File: src/reset_source_pkg.sv
/*
 * Shared constants and types of the reset source controller:
 * register offsets, flag positions, reset values and the carrier
 * for the individual reset detector levels.
 * Assumes a 16-bit register port with a 4-bit word address.
 */
package reset_source_pkg;

    // register port geometry
    localparam int ADDR_W = 4;
    localparam int DATA_W = 16;
    localparam int NUM_SRC = 11;

    // register offsets (word addresses)
    localparam logic [3:0] CAUSE_OFS = 4'h0;
    localparam logic [3:0] IRQ_STATUS_OFS = 4'h1;
    localparam logic [3:0] IRQ_CLEAR_OFS = 4'h2;
    localparam logic [3:0] IRQ_ENABLE_OFS = 4'h3;
    localparam logic [3:0] OSC_CTRL_OFS = 4'h4;
    localparam logic [3:0] SRC_LEVEL_OFS = 4'h5;

    // flag positions, shared by cause, status, enable and level
    localparam int POWER_ON_BIT = 0;
    localparam int BROWNOUT_BIT = 1;
    localparam int EXT_CLEAR_BIT = 2;
    localparam int RESET_INSTR_BIT = 3;
    localparam int WATCHDOG_BIT = 4;
    localparam int CFG_MISMATCH_BIT = 5;
    localparam int TRAP_CONFLICT_BIT = 6;
    localparam int ILLEGAL_COND_BIT = 7;
    localparam int ILLEGAL_OPCODE_BIT = 8;
    localparam int UNINIT_WREG_BIT = 9;
    localparam int SECURITY_BIT = 10;

    // new oscillator field inside the oscillator control register
    localparam int NEW_OSCILLATOR_FIELD_LSB = 8;
    localparam int NEW_OSCILLATOR_FIELD_MSB = 10;
    localparam int NEW_OSCILLATOR_FIELD_W = 3;

    // reset values
    localparam logic [10:0] CAUSE_POR_VALUE = 11'h003;
    localparam logic [10:0] IRQ_STATUS_RESET = 11'h000;
    localparam logic [10:0] IRQ_ENABLE_RESET = 11'h000;
    localparam logic [10:0] SRC_PREV_RESET = 11'h000;
    localparam logic [15:0] RD_DATA_RESET = 16'h0000;

    // one level per reset detector; power_on sits in bit 0
    typedef struct packed {
        logic security;
        logic uninit_wreg;
        logic illegal_opcode;
        logic illegal_condition;
        logic trap_conflict;
        logic config_mismatch;
        logic watchdog_timeout;
        logic reset_instruction;
        logic external_clear_pin;
        logic brownout;
        logic power_on;
    } reset_sources_s;

endpackage : reset_source_pkg

File: src/sticky_flag_cell.sv
/*
 * One sticky status bit: forced pattern first, hardware set next,
 * software load last, so an event never loses against a clear.
 * Assumes one clock and a synchronous active-low reset.
 */
`timescale 1ns/100ps
module sticky_flag_cell #(
    parameter logic RESET_VALUE = 1'b0
) (
    input wire logic clk_sys_in,
    input wire logic rst_n_in,
    input wire logic force_in,
    input wire logic force_value_in,
    input wire logic set_in,
    input wire logic load_in,
    input wire logic load_value_in,
    output logic flag_out
);

    logic flag_reg;

    // force beats set, set beats software load
    always_ff @(posedge clk_sys_in) begin
        if (!rst_n_in) begin
            flag_reg <= RESET_VALUE;
        end else if (force_in) begin
            flag_reg <= force_value_in;
        end else if (set_in) begin
            flag_reg <= 1'b1;
        end else if (load_in) begin
            flag_reg <= load_value_in;
        end
    end

    assign flag_out = flag_reg;

endmodule : sticky_flag_cell

File: src/reset_source_controller.sv
/*
 * Reset source controller: merges all reset detectors into the
 * master system reset, keeps sticky cause flags, latches new
 * reset events as interrupt status (irq_out rises only once software
 * re-enables them, as each reset clears the enable) and reloads the new oscillator
 * field from configuration on every reset.
 * Assumes detector levels synchronous to clk_sys_in, a register
 * master that never overlaps read and write strobes, and that
 * rst_n_in is the controller's own power-up reset.
 */
// Chosen here: the placing of the registers and the address-and-strobe port.
`timescale 1ns/100ps
module reset_source_controller (
    input wire logic clk_sys_in,
    input wire logic rst_n_in,
    input reset_source_pkg::reset_sources_s sources_in,
    input wire logic [2:0] default_oscillator_select_in,
    input wire logic [3:0] reg_addr_in,
    input wire logic [15:0] reg_wdata_in,
    input wire logic reg_wr_in,
    input wire logic reg_rd_in,
    output logic [15:0] reg_rdata_out,
    output logic master_system_reset_out,
    output logic [2:0] new_oscillator_field_out,
    output logic irq_out
);

    // detector levels as a flat vector, bit order of the package
    logic [10:0] src_vec;
    // previous levels, for rising-edge event detection
    logic [10:0] src_prev_reg;
    // one-cycle pulse per source that just became active
    logic [10:0] src_event;
    // sticky cause flags
    logic [10:0] cause_flags;
    // sticky interrupt status and its enable mask
    logic [10:0] irq_status;
    logic [10:0] irq_enable_reg;
    // new oscillator field and its next value
    logic [2:0] new_oscillator_field_reg;
    logic [2:0] new_oscillator_field_next;
    // read data, valid only in the cycle after a read strobe
    logic [15:0] rd_data_reg;
    logic [15:0] rd_data_next;
    // decoded register writes
    logic wr_cause;
    logic wr_irq_clear;
    logic wr_irq_enable;
    logic wr_osc;
    // master reset level, combined from all detectors
    logic sys_reset;
    logic por_active;

    // flatten the detector struct
    assign src_vec = sources_in;
    assign por_active = sources_in.power_on;

    // any single active source holds the whole device in reset
    assign sys_reset = |src_vec;
    assign master_system_reset_out = sys_reset;

    // write decode; a write never touches the reset path itself
    assign wr_cause = reg_wr_in && (reg_addr_in == reset_source_pkg::CAUSE_OFS);
    assign wr_irq_clear = reg_wr_in &&
        (reg_addr_in == reset_source_pkg::IRQ_CLEAR_OFS);
    assign wr_irq_enable = reg_wr_in &&
        (reg_addr_in == reset_source_pkg::IRQ_ENABLE_OFS);
    assign wr_osc = reg_wr_in &&
        (reg_addr_in == reset_source_pkg::OSC_CTRL_OFS);

    // remember last detector levels for edge detection
    always_ff @(posedge clk_sys_in) begin
        if (!rst_n_in) begin
            src_prev_reg <= reset_source_pkg::SRC_PREV_RESET;
        end else begin
            src_prev_reg <= src_vec;
        end
    end

    // a source that was idle and is now active is one new event
    assign src_event = src_vec & ~src_prev_reg;

    // cause flags and interrupt status, one sticky cell per source
    genvar gi;
    generate
        for (gi = 0; gi < reset_source_pkg::NUM_SRC; gi++) begin : g_flag
            // cause flag: power-on forces the pattern, a source sets
            // its own bit, software writes store the plain value
            sticky_flag_cell #(
                .RESET_VALUE(reset_source_pkg::CAUSE_POR_VALUE[gi])
            ) u_cause (
                .clk_sys_in(clk_sys_in),
                .rst_n_in(rst_n_in),
                .force_in(por_active),
                .force_value_in(reset_source_pkg::CAUSE_POR_VALUE[gi]),
                .set_in(src_vec[gi]),
                .load_in(wr_cause),
                .load_value_in(reg_wdata_in[gi]),
                .flag_out(cause_flags[gi])
            );

            // interrupt status: set by a new event, cleared by writing
            // a one to the clear register; set beats clear
            sticky_flag_cell #(
                .RESET_VALUE(reset_source_pkg::IRQ_STATUS_RESET[gi])
            ) u_irq (
                .clk_sys_in(clk_sys_in),
                .rst_n_in(rst_n_in),
                .force_in(1'b0),
                .force_value_in(1'b0),
                .set_in(src_event[gi]),
                .load_in(wr_irq_clear && reg_wdata_in[gi]),
                .load_value_in(1'b0),
                .flag_out(irq_status[gi])
            );
        end
    endgenerate

    // interrupt enable: forced to its default by a system reset,
    // unlike the cause flags, which survive it unless power-on forces their pattern
    always_ff @(posedge clk_sys_in) begin
        if (!rst_n_in) begin
            irq_enable_reg <= reset_source_pkg::IRQ_ENABLE_RESET;
        end else if (sys_reset) begin
            irq_enable_reg <= reset_source_pkg::IRQ_ENABLE_RESET;
        end else if (wr_irq_enable) begin
            irq_enable_reg <= reg_wdata_in[10:0];
        end
    end

    // level interrupt while any enabled status bit is set
    assign irq_out = |(irq_status & irq_enable_reg);

    // new oscillator field: reloaded from configuration on any reset,
    // otherwise software may pick a new source
    always_comb begin
        new_oscillator_field_next = new_oscillator_field_reg;
        if (sys_reset) begin
            new_oscillator_field_next = default_oscillator_select_in;
        end else if (wr_osc) begin
            new_oscillator_field_next = reg_wdata_in[reset_source_pkg::NEW_OSCILLATOR_FIELD_MSB:
                                     reset_source_pkg::NEW_OSCILLATOR_FIELD_LSB];
        end
    end

    // power-up of the controller also takes the configured default
    always_ff @(posedge clk_sys_in) begin
        if (!rst_n_in) begin
            new_oscillator_field_reg <= default_oscillator_select_in;
        end else begin
            new_oscillator_field_reg <= new_oscillator_field_next;
        end
    end

    assign new_oscillator_field_out = new_oscillator_field_reg;

    // read multiplexer; unmapped and write-only offsets read zero
    always_comb begin
        rd_data_next = reset_source_pkg::RD_DATA_RESET;
        if (reg_rd_in) begin
            unique case (reg_addr_in)
                reset_source_pkg::CAUSE_OFS: begin
                    rd_data_next[10:0] = cause_flags;
                end
                reset_source_pkg::IRQ_STATUS_OFS: begin
                    rd_data_next[10:0] = irq_status;
                end
                reset_source_pkg::IRQ_ENABLE_OFS: begin
                    rd_data_next[10:0] = irq_enable_reg;
                end
                reset_source_pkg::OSC_CTRL_OFS: begin
                    rd_data_next[reset_source_pkg::NEW_OSCILLATOR_FIELD_MSB:
                                 reset_source_pkg::NEW_OSCILLATOR_FIELD_LSB] = new_oscillator_field_reg;
                end
                reset_source_pkg::SRC_LEVEL_OFS: begin
                    rd_data_next[10:0] = src_vec;
                end
                default: begin
                    rd_data_next = reset_source_pkg::RD_DATA_RESET;
                end
            endcase
        end
    end

    // read data register: stands only in the cycle after the strobe
    always_ff @(posedge clk_sys_in) begin
        if (!rst_n_in) begin
            rd_data_reg <= reset_source_pkg::RD_DATA_RESET;
        end else begin
            rd_data_reg <= rd_data_next;
        end
    end

    assign reg_rdata_out = rd_data_reg;

endmodule : reset_source_controller

File: config.mk
export PLATFORM = sky130hd
export DESIGN_NAME = reset_source_controller
export DESIGN_NICKNAME = d
export VERILOG_FILES = /design/src/reset_source_pkg.sv /design/src/sticky_flag_cell.sv /design/src/reset_source_controller.sv
export SDC_FILE = /design/constraint.sdc
export NUM_CORES = 1
export LEC_CHECK = 0
export BUFFER_PORTS_ARGS = -buffer_cell sky130_fd_sc_hd__buf_2
export CORE_MARGIN = 2
export CORE_UTILIZATION = 57
export DETAILED_ROUTE_END_ITERATION = 8
export PLACE_DENSITY_LB_ADDON = 0.25
export REMOVE_ABC_BUFFERS = 1
export SYNTH_ARGS = -nofsm -noshare
export SYNTH_HDL_FRONTEND = slang
export SYNTH_SLANG_ARGS = --single-unit
File: constraint.sdc
create_clock -name clk_sys_in -period 3.65 [get_ports clk_sys_in]
set_input_delay 0.5475 -clock clk_sys_in [delete_from_list [all_inputs] [get_ports clk_sys_in]]
set_output_delay 0.5475 -clock clk_sys_in [all_outputs]
set_load 0.02 [all_outputs]
==> results of run 1 <==
-- cell usage after synthesis, types with 3 or more instances --
cell type and count:
buf_2 9, dfxtp_1 55, mux2_2 5, clkbuf_1 4, and3_1 11, nor2_1 13
a22oi_1 20, a211oi_2 9, and2_1 12, nand2_1 29, buf_4 6, o21a_1 11
nor2b_1 12, a21boi_0 11, edfxtp_1 3, a21oi_1 22, nand3_1 4
-- cell type report --
class	instances	area [sq um]
fillers	337	1350
multi-input cells	186	1210
flip-flops and latches	58	1190
repair buffers	49	248
clock buffers	10	138
clock inverters	6	80.1
well taps	52	65.1
inverters	2	7.51
-- critical path: stages --
cell and delay [ns]:
buf_2 0.13, nor4_1 0.35, and4b_1 0.27, inv_1 0.06, buf_2 0.15
-- kinds of logic (layout without fill, tap and decap cells) --
kind of cell    after synthesis  after routing  synth area share (%)
other cells                   1              5                 0.149
flops                        58             58                  47.4
mux                           5              5                  2.24
compound gates               84             84                  25.0
buf+inv                      22             67                  4.93
simple gates                 92             92                  20.3
-- how the worst max path moves through the flow --
stage / start / to / depth (start not counted)
finish: sources_in[1] / master_system_reset_out / 5
global route: sources_in[4] / master_system_reset_out / 5
CTS: sources_in[4] / master_system_reset_out / 5
detailed placement: sources_in[4] / new_oscillator_field_out[2] / 5
global placement: sources_in[1] / new_oscillator_field_out[1] / 5
floorplan: reg_addr_in[0] / g_flag[0].u_cause.flag_out / 3
-- through the flow --
step                      worst slack, ns  area, sq um
after floorplan                      1.53         2410
after global placement               1.31         2730
after detailed placement             1.31         2730
after CTS                            1.57         2940
after global routing                 1.48         2940
final                                1.60         2940
-- power by group through the flow --
stage | clock, mW | sequential [mW] | combinational [mW]
floorplan | 0 | 0.688 | 0.0577
global route | 0.689 | 0.677 | 0.126
finish | 0.651 | 0.675 | 0.114
detailed placement | 0 | 0.689 | 0.113
CTS | 0.653 | 0.675 | 0.114
global placement | 0 | 0.688 | 0.111
-- layer usage --
layer	share of wire, %	GRT usage, %
met1	45	33.5
met2	47	39.5
met3	5.6	8.23
met4	1.5	10.9
met5	0	0
==> out/metrics.csv, run 1 <==
stage;metric;value;unit
routing;Post-DRT Antenna Nets;0;
floorplan;Die W;70.4;microns
worst_setup_path;Worst setup EP type;primary output;
worst_setup_path;Critical Path RT;3.10;ns
placed_design;hpwl dp;3880;microns
placed_design;port bufs;48;
clock_tree;Clk Latency, worst-skew pair;0.34;ns
clock_tree;Reg clk slew, reported paths;0.07;ns
yosys;Post-synth ARST share;0;%
yosys;cell taking the most area after synthesis;dfxtp_1;
floorplan;Core Box Area;4290;sq um
timing;Max-slew headroom;47.0;%
yosys;Most used DFF post-synth;dfxtp_1;
timing;RSZ-0062 raised after global routing;false;
power_and_ir_drop;Overall Power;1.44;mW
floorplan;die area;4960;sq um
routing;Routed wire per std cell;16.6;microns
grt;gr ovfl total;0;
worst_hold_path;Min-Delay Endpoint;irq_enable_reg[4];
grt;maximum number of pins on one net before global-route repair;26;
clock_tree;Root Buffer;clkbuf_8;
routing;Vias;2146;
worst_setup_path;Critical Path Start Type;primary input;
yosys;Yosys cell types;36;
power_and_ir_drop;switching pwr;333;uW
worst_setup_path;RR Startpoint;new_oscillator_field_out[1];
yosys;Post-synth EDFFs;3;
yosys;Syn Area/Cell;9.60;sq um
clock_tree;CTS buffer count;9;
routing;Vias/cell;5.91;
timing;fin crit share;56.3;%
layout;Final #Nets;344;
power_and_ir_drop;Internal;1.11;mW
routing;drt drc;0;
layout;most frequent cells in the layout;dfxtp_1 (55), buf_2 (48), nand2_1 (29), a21oi_1 (22), a22oi_1 (20);
outcome;status;complete, no violations;
worst_setup_path;depth of the most critical reg-to-reg path;3;
clock_tree;Num Clock Sinks;58;
power_and_ir_drop;Max VDD drop;0.307;mV
run;maxcap violations;0;
grt;total track usage;25.8;%
clock_tree;CTS Hold Bufs;0;
timing;Least-Margin Pin Slew;0.791;ns
yosys;Post-Syn Instances;262;
timing;final setup vio count;0;
clock_tree;Post CTS Setup Buffer Count;0;
routing;DRT iter0 DRCs;183;
power_and_ir_drop;Leak Pwr;1.17;nW
layout;diode count;0;
layout;Final Instance Count excl. Fillers;363;
worst_setup_path;CP arrival;1.51;ns
worst_setup_path;Worst R2R Setup Slack;2.61;ns
timing;setup TNS;0;ns
routing;total wire length;6020;microns
layout;synthesis-to-finish area growth;17.1;%
routing;Pre-antenna DRT Iters;4;
yosys;Synth Cell Area;2510;sq um
floorplan;Initial Util;58.6;%
floorplan;# rows;24;
clock_tree;CTS max path bufs;2;
clock_tree;post-CTS sizing;0;
grt;first-pass GRT wire length;9620;microns
timing;Max Freq;487;MHz
placed_design;placed cells;347;
worst_setup_path;CP Max Fanout;5;
timing;Hold Fails Final Rpt;0;
floorplan;I/O Pins;59;
floorplan;Die Ht;70.4;microns
layout;final core occ;68.6;%
layout;most common cell after layout, fill and taps aside;dfxtp_1;
yosys;flops & latches, synth;58;
yosys;post-synth top area share;43.8;%
placed_design;GPL Wtd Cong;0.755;
grt;vias in the first global route;1962;
worst_hold_path;Hold Crit Start;reg_wdata_in[4];
timing;Slew Limit Fails;0;
power_and_ir_drop;sequential share of power;46.9;%
timing;final period demand of the worst path;2.05;ns
power_and_ir_drop;Comb pwr share;7.9;%
layout;share of layout cells above drive strength 1;27.3;%
worst_setup_path;critical path class;in -> out;
worst_setup_path;reg2reg end;reg_rdata_out[9];
yosys;post-synthesis sequential area ratio;47.4;%
clock_tree;CTS tree;yes;
power_and_ir_drop;Cell Pwr Density;489;nW/um^2
worst_hold_path;Hold Path Stages;3;
power_and_ir_drop;Sw Share;23.1;%
worst_hold_path;Worst Hold Class;in -> reg;
timing;worst hold slack;0.463;ns
power_and_ir_drop;Clock power frac;45.2;%
yosys;YS warnings;0;
yosys;top post-synthesis cells by area;dfxtp_1 (44%), a22oi_1 (6.0%), a211oi_2 (4.5%), a21oi_1 (4.4%), nand2_1 (4.3%);
timing;final setup skew;0.0115;ns
grt;antenna violations before repair;0;
clock_tree;H-tree level count;3;
Power figures use the tool's default switching activity.
==> inputs of run 2 (changes only) <==
--- a/config.mk
+++ b/config.mk
@@ -5,9 +5,10 @@
 export SDC_FILE = /design/constraint.sdc
 export NUM_CORES = 1
 export LEC_CHECK = 0
+export ABC_AREA = 1
 export BUFFER_PORTS_ARGS = -buffer_cell sky130_fd_sc_hd__buf_2
 export CORE_MARGIN = 2
-export CORE_UTILIZATION = 57
+export CORE_UTILIZATION = 49
 export DETAILED_ROUTE_END_ITERATION = 8
 export PLACE_DENSITY_LB_ADDON = 0.25
 export REMOVE_ABC_BUFFERS = 1
==> constraint.sdc (replaced) <==
create_clock -name clk_sys_in -period 1.7 [get_ports clk_sys_in]
set_input_delay 0.255 -clock clk_sys_in [delete_from_list [all_inputs] [get_ports clk_sys_in]]
set_output_delay 0.255 -clock clk_sys_in [all_outputs]
set_load 0.02 [all_outputs]
==> run 2 against run 1 <==
Compared with the run above:
- first-iteration DRC count rose by 6.0%
- utilization fell by 9.7 points
- sequential share of layout area fell by 3.9 points
- final area rose by 11%
- combinational power rose to 2.6 times the previous value
- via count rose by 21%
- global-route usage fell by 3.4 points
- worst setup slack got worse by 1.4 ns
- largest cell class unchanged
==> out/metrics.csv, run 2 <==
stage;metric;value;unit
outcome;status;complete, no violations;
yosys;most common library cells after synthesis;nand2_1 (101), nor2_1 (60), inv_1 (56);
worst_hold_path;Hold Path Stages;3;
worst_setup_path;CP peak stage delay;0.33;ns
power_and_ir_drop;Leak Pwr;1.63;nW
layout;most frequent cells in the layout;nand2_1 (101), nor2_1 (60), inv_1 (56), dfxtp_1 (55), buf_2 (48);
clock_tree;Reg clk slew, reported paths;0.06;ns
yosys;cell taking the most area after synthesis;dfxtp_1;
timing;final setup vio count;0;
routing;Vias;2598;
yosys;post-synth top area share;39.1;%
routing;Vias/cell;4.89;
timing;Max Freq;660;MHz
floorplan;I/O Pins;59;
floorplan;die area;6360;sq um
layout;Final #Nets;495;
power_and_ir_drop;Sw Share;25.3;%
routing;Routed wire per std cell;12.5;microns
worst_setup_path;critical path, cell by cell;nand2_1 -> nand4_1 -> nor2_1 -> nand3_1 -> buf_2;
yosys;top post-synthesis cells by area;dfxtp_1 (39%), nand2_1 (13%), nand3_1 (8.0%), nor2_1 (8.0%), inv_1 (7.5%);
worst_setup_path;CP arrival;1.26;ns
grt;vias in the first global route;2319;
timing;Final WS setup;0.186;ns
placed_design;hpwl dp;4590;microns
layout;diode count;0;
layout;most common cell after layout, fill and taps aside;nand2_1;
worst_setup_path;Critical Path RT;1.44;ns
yosys;Post-synth ARST share;0;%
grt;total track usage;22.4;%
worst_hold_path;Worst Hold Class;in -> reg;
clock_tree;Post CTS Setup Buffer Count;0;
worst_setup_path;CP Max Fanout;3;
routing;DRT iter0 DRCs;194;
clock_tree;CTS Hold Bufs;0;
routing;total wire length;6650;microns
clock_tree;Num Clock Sinks;58;
routing;drt drc;0;
power_and_ir_drop;Clock power frac;38.1;%
timing;Hold Fails Final Rpt;0;
floorplan;Die Ht;79.8;microns
routing;Pre-antenna DRT Iters;4;
timing;RSZ-0062 raised after global routing;false;
timing;final setup skew;0.00374;ns
timing;fin crit share;89.1;%
floorplan;Die W;79.8;microns
routing;Post-DRT Antenna Nets;0;
power_and_ir_drop;Overall Power;2.83;mW
timing;final period demand of the worst path;1.51;ns
placed_design;Post-Place Setup Slack;0.170;ns
yosys;flops & latches, synth;58;
floorplan;# rows;27;
worst_setup_path;Worst setup EP type;primary output;
yosys;post-synthesis sequential area ratio;42.3;%
grt;antenna violations before repair;0;
power_and_ir_drop;Max VDD drop;0.447;mV
clock_tree;Clk Latency, worst-skew pair;0.33;ns
clock_tree;Root Buffer;clkbuf_8;
timing;Slew Limit Fails;0;
timing;setup TNS;0;ns
power_and_ir_drop;switching pwr;716;uW
yosys;Most used DFF post-synth;dfxtp_1;
yosys;Syn Area/Cell;6.93;sq um
worst_setup_path;depth of the most critical reg-to-reg path;4;
floorplan;Core Box Area;5540;sq um
worst_setup_path;critical path class;reg -> out;
yosys;Synth Cell Area;2810;sq um
yosys;Post-Syn Instances;406;
power_and_ir_drop;Cell Pwr Density;869;nW/um^2
clock_tree;H-tree level count;3;
clock_tree;CTS buffer count;9;
power_and_ir_drop;Internal;2.12;mW
placed_design;port bufs;48;
layout;share of layout cells above drive strength 1;19.6;%
placed_design;GPL Wtd Cong;0.823;
clock_tree;CTS tree;yes;
clock_tree;CTS max path bufs;2;
clock_tree;post-CTS sizing;0;
layout;layout filler cell count;540;
yosys;most common cell in the synthesized netlist;nand2_1;
run;maxcap violations;0;
grt;maximum number of pins on one net before global-route repair;23;
worst_setup_path;slowest CP cell;dfxtp_1;
floorplan;Initial Util;50.8;%
worst_setup_path;Critical Path Start Type;flip-flop;
yosys;Yosys cell types;23;
power_and_ir_drop;sequential share of power;51.6;%
yosys;YS warnings;0;
power_and_ir_drop;Comb pwr share;10.3;%
yosys;Post-synth EDFFs;3;
layout;synthesis-to-finish area growth;15.9;%
grt;first-pass GRT wire length;10700;microns
grt;gr ovfl total;0;
-- run 2: cell types whose count changed in the layout (fill, tap and decap cells not counted), moves of 10 or more --
cell / change
nor2b_1: -12
nand2_1: +72
nor2_1: +47
inv_1: +54
buf_4: +10
and3_1: -11
o21ai_1: +11
a21boi_0: -11
nand3_1: +41
and2_1: -12
a22oi_1: -20
o21a_1: -11
a21oi_1: -11
o21bai_1: +11
-- run 2: kinds of logic after synthesis --
logic type	Yosys count	synth area share [%]
simple gates	232	37.7
buf+inv	80	12.5
flops	58	42.3
compound gates	35	7.30
other cells	1	0.133
-- run 2: stage by stage --
stage | instance area (sq um) | hold slack [ns] | util [%] | instances
after global placement | 3100 | 0.454 | 56.0 | 518
after detailed placement | 3100 | 0.457 | 56.0 | 518
after CTS | 3260 | 0.158 | 58.9 | 531
after floorplan | 2690 | 0.366 | - | 387
final | 3260 | 0.168 | 58.9 | 531
after global routing | 3260 | 0.188 | 58.9 | 531
-- run 2: path summary, 6_finish.rpt --
check | from | to | slack, ns
setup / recovery | g_flag[4].u_irq.flag_out | irq_out | 0.19
hold / removal | sources_in[3] | src_prev_reg[3] | 0.17
setup reg to reg | new_oscillator_field_out[2] | reg_rdata_out[10] | 0.87
hold reg to reg | g_flag[6].u_cause.flag_out | g_flag[6].u_cause.flag_out | 0.47
-- run 2: cell type report --
class / instances / area (sq um) / share of cell area (%)
tap: 72 / 90.1 / 2.76
sequential: 58 / 1190 / 36.5
multi-input combinational: 272 / 1280 / 39.4
clock buffer: 13 / 159 / 4.87
timing repair buffer: 59 / 323 / 9.90
inverter: 57 / 214 / 6.56
-- run 2: layer usage --
layer | up-vias | GRT usage [%] | wire, microns
li1 | 1351 | - | -
met1 | 1157 | 28.3 | 2940
met2 | 82 | 34.7 | 3130
met3 | 8 | 4.75 | 490
met4 | 0 | 14.2 | 87
met5 | - | 0 | 0
-- run 2: power groups by stage --
stage,logic (mW),registers [mW],clock network (mW)
after floorplan,0.156,1.49,0
after global placement,0.287,1.49,0
after detailed placement,0.292,1.49,0
after CTS,0.293,1.46,1.10
after global routing,0.332,1.47,1.15
final,0.292,1.46,1.08
-- run 2: worst max-delay path: cells and delay by family (launching register included) --
kind / cells / cell delay, ns
buffers and inverters: 1 / 0.17
DFF: 1 / 0.33
and+or+nand+nor: 4 / 0.43
==> inputs of run 3 (changes only) <==
--- a/config.mk
+++ b/config.mk
@@ -7,11 +7,14 @@
 export LEC_CHECK = 0
 export ABC_AREA = 1
 export BUFFER_PORTS_ARGS = -buffer_cell sky130_fd_sc_hd__buf_2
+export CELL_PAD_IN_SITES_DETAIL_PLACEMENT = 1
+export CELL_PAD_IN_SITES_GLOBAL_PLACEMENT = 1
 export CORE_MARGIN = 2
-export CORE_UTILIZATION = 49
+export CORE_UTILIZATION = 34
 export DETAILED_ROUTE_END_ITERATION = 8
 export PLACE_DENSITY_LB_ADDON = 0.25
 export REMOVE_ABC_BUFFERS = 1
+export SLEW_MARGIN = 20
 export SYNTH_ARGS = -nofsm -noshare
 export SYNTH_HDL_FRONTEND = slang
 export SYNTH_SLANG_ARGS = --single-unit
==> run 3 against run 2 <==
Compared with the run above:
- clock skew grew 0.0023 ns
- final area grew 2.1%
- hold slack lost 0.0019 ns
- flip-flop and latch count is the same
- combinational power grew 5%
- global-route usage shrank 2.8 points
- utilization shrank 18 points
- via count grew 4.0%
- non-clock buffer count grew 3
- highest routed layer unchanged
==> out/metrics.csv, run 3 (same netlist as run 2, synthesis figures left out) <==
stage;metric;value;unit
layout;share of layout cells above drive strength 1;20.4;%
timing;fin crit share;88.9;%
routing;Pre-antenna DRT Iters;5;
clock_tree;CTS tree;yes;
routing;DRT iter0 DRCs;86;
routing;Post-DRT Antenna Nets;0;
clock_tree;post-CTS sizing;0;
floorplan;# rows;33;
floorplan;Core Box Area;8130;sq um
floorplan;I/O Pins;59;
clock_tree;Reg clk slew, reported paths;0.07;ns
timing;RSZ-0062 raised after global routing;false;
timing;Hold Fails Final Rpt;0;
worst_hold_path;Hold Path Stages;3;
power_and_ir_drop;Leak Pwr;1.65;nW
timing;setup TNS;0;ns
routing;met3 wire len;303;microns
clock_tree;Root Buffer;clkbuf_8;
layout;most frequent cells in the layout;nand2_1 (101), nor2_1 (60), inv_1 (56), dfxtp_1 (55), buf_2 (48);
outcome;status;complete, no violations;
worst_setup_path;depth of the most critical reg-to-reg path;4;
power_and_ir_drop;Max VDD drop;0.480;mV
power_and_ir_drop;Cell Pwr Density;864;nW/um^2
clock_tree;Post CTS Setup Buffer Count;0;
worst_setup_path;RR Startpoint;new_oscillator_field_out[0];
routing;drt drc;0;
worst_setup_path;critical path class;reg -> out;
worst_setup_path;most used cell along the critical path;nand2_1;
clock_tree;Num Clock Sinks;58;
power_and_ir_drop;Sw Share;27.1;%
worst_hold_path;Worst Hold Class;in -> reg;
worst_setup_path;Worst R2R Setup Slack;0.82;ns
run;maxcap violations;0;
floorplan;Die Ht;95.0;microns
worst_hold_path;Min-Delay Endpoint;src_prev_reg[10];
worst_setup_path;worst path bufs/invs;1;
clock_tree;CTS Hold Bufs;0;
worst_hold_path;Hold Crit Start;sources_in[10];
worst_setup_path;slowest CP cell;dfxtp_1;
worst_setup_path;Critical Path Start Type;flip-flop;
power_and_ir_drop;Clock power frac;38.5;%
worst_setup_path;Critical Path RT;1.44;ns
worst_setup_path;reg2reg end;reg_rdata_out[8];
placed_design;hpwl dp;6040;microns
worst_setup_path;Worst path depth;5;
floorplan;Die W;95.0;microns
grt;vias in the first global route;2675;
timing;Max Freq;661;MHz
layout;synthesis-to-finish area growth;18.4;%
timing;final setup vio count;0;
routing;wl on met1;3870;microns
floorplan;die area;9020;sq um
layout;most common cell after layout, fill and taps aside;nand2_1;
floorplan;Initial Util;34.6;%
timing;Least-Margin Pin Slew;0.511;ns
clock_tree;CTS max path bufs;2;
worst_setup_path;Worst setup EP type;primary output;
routing;Vias;2702;
clock_tree;H-tree level count;3;
clock_tree;Clk Latency, worst-skew pair;0.33;ns
power_and_ir_drop;Internal;2.10;mW
grt;gr ovfl total;0;
power_and_ir_drop;Comb pwr share;10.7;%
grt;antenna violations before repair;0;
placed_design;port bufs;48;
clock_tree;CTS buffer count;9;
routing;Vias/cell;4.74;
timing;final setup skew;0.00604;ns
routing;Routed wire per std cell;14.4;microns
worst_setup_path;CP Max Fanout;3;
worst_setup_path;critical path, cell by cell;nand2_1 -> nand2_1 -> a21oi_1 -> nand3_1 -> buf_2;
routing;highest routed layer;met4;
routing;Routed met2 length;3980;microns
grt;first-pass GRT wire length;13200;microns
timing;final period demand of the worst path;1.51;ns
worst_setup_path;CP arrival;1.26;ns
layout;Final #Nets;498;
grt;maximum number of pins on one net before global-route repair;23;
power_and_ir_drop;sequential share of power;50.8;%
grt;total track usage;19.6;%
timing;worst hold slack;0.166;ns
timing;Max-slew headroom;65.9;%
routing;total wire length;8230;microns
power_and_ir_drop;switching pwr;778;uW
worst_setup_path;delay-heaviest family, CP;flip-flops;
layout;diode count;0;
placed_design;GPL Wtd Cong;0.797;
worst_setup_path;CP peak stage delay;0.33;ns
timing;Slew Limit Fails;0;
## run 3: cell types whose count changed in the layout (fill, tap and decap cells not counted), sizes merged
| cell | before | now |
|---|---|---|
| buf | 59 | 62 |
| clkinv | 0 | 3 |
## run 3: power by group through the flow
stage                     clock network [mW]  logic (mW)  registers [mW]
final                                   1.11       0.308            1.46
after global routing                    1.22       0.347            1.47
after CTS                               1.14       0.313            1.46
after detailed placement                   0       0.310            1.49
after global placement                     0       0.301            1.49
after floorplan                            0       0.156            1.49
## run 3: worst max-delay path by stage
stage	from	end	slack, ns
final	g_flag[9].u_irq.flag_out	irq_out	0.19
after global routing	g_flag[5].u_irq.flag_out	irq_out	0.1
after CTS	g_flag[9].u_irq.flag_out	irq_out	0.15
after detailed placement	reg_addr_in[3]	reg_rdata_out[10]	0.22
after global placement	reg_addr_in[3]	reg_rdata_out[10]	0.24
after floorplan	reg_addr_in[3]	g_flag[0].u_cause.flag_out	0.35
## run 3: area by class of cell
type,count,area [sq um]
Fill cell,1069,4800
Tap cell,105,131
Sequential cell,58,1190
Clock inverter,3,15.0
Clock buffer,13,149
Multi-Input combinational cell,272,1280
Timing Repair Buffer,62,345
Inverter,57,214
## run 3: worst reg2reg max path: stages, from the launching register on
cell	delay, ns
edfxtp_1	0.41
nand3_1	0.12
nand3_1	0.09
nor2_1	0.09
nor2_1	0.05
## run 3: metrics by stage
stage	power (mW)	area [sq um]	util [%]	setup WS, ns	std cells
floorplan	1.65	2690	-	0.349	387
global placement	1.79	3170	38.9	0.239	554
detailed placement	1.80	3170	38.9	0.222	554
CTS	2.91	3330	40.9	0.149	570
global route	3.04	3330	40.9	0.0954	570
finish	2.88	3330	40.9	0.188	570
## run 3: metal layers
layer	GRT usage (%)	vias to the layer above
li1	-	1358
met5	0	-
met1	24.6	1289
met2	33.2	48
met3	4.95	7
met4	5.31	0
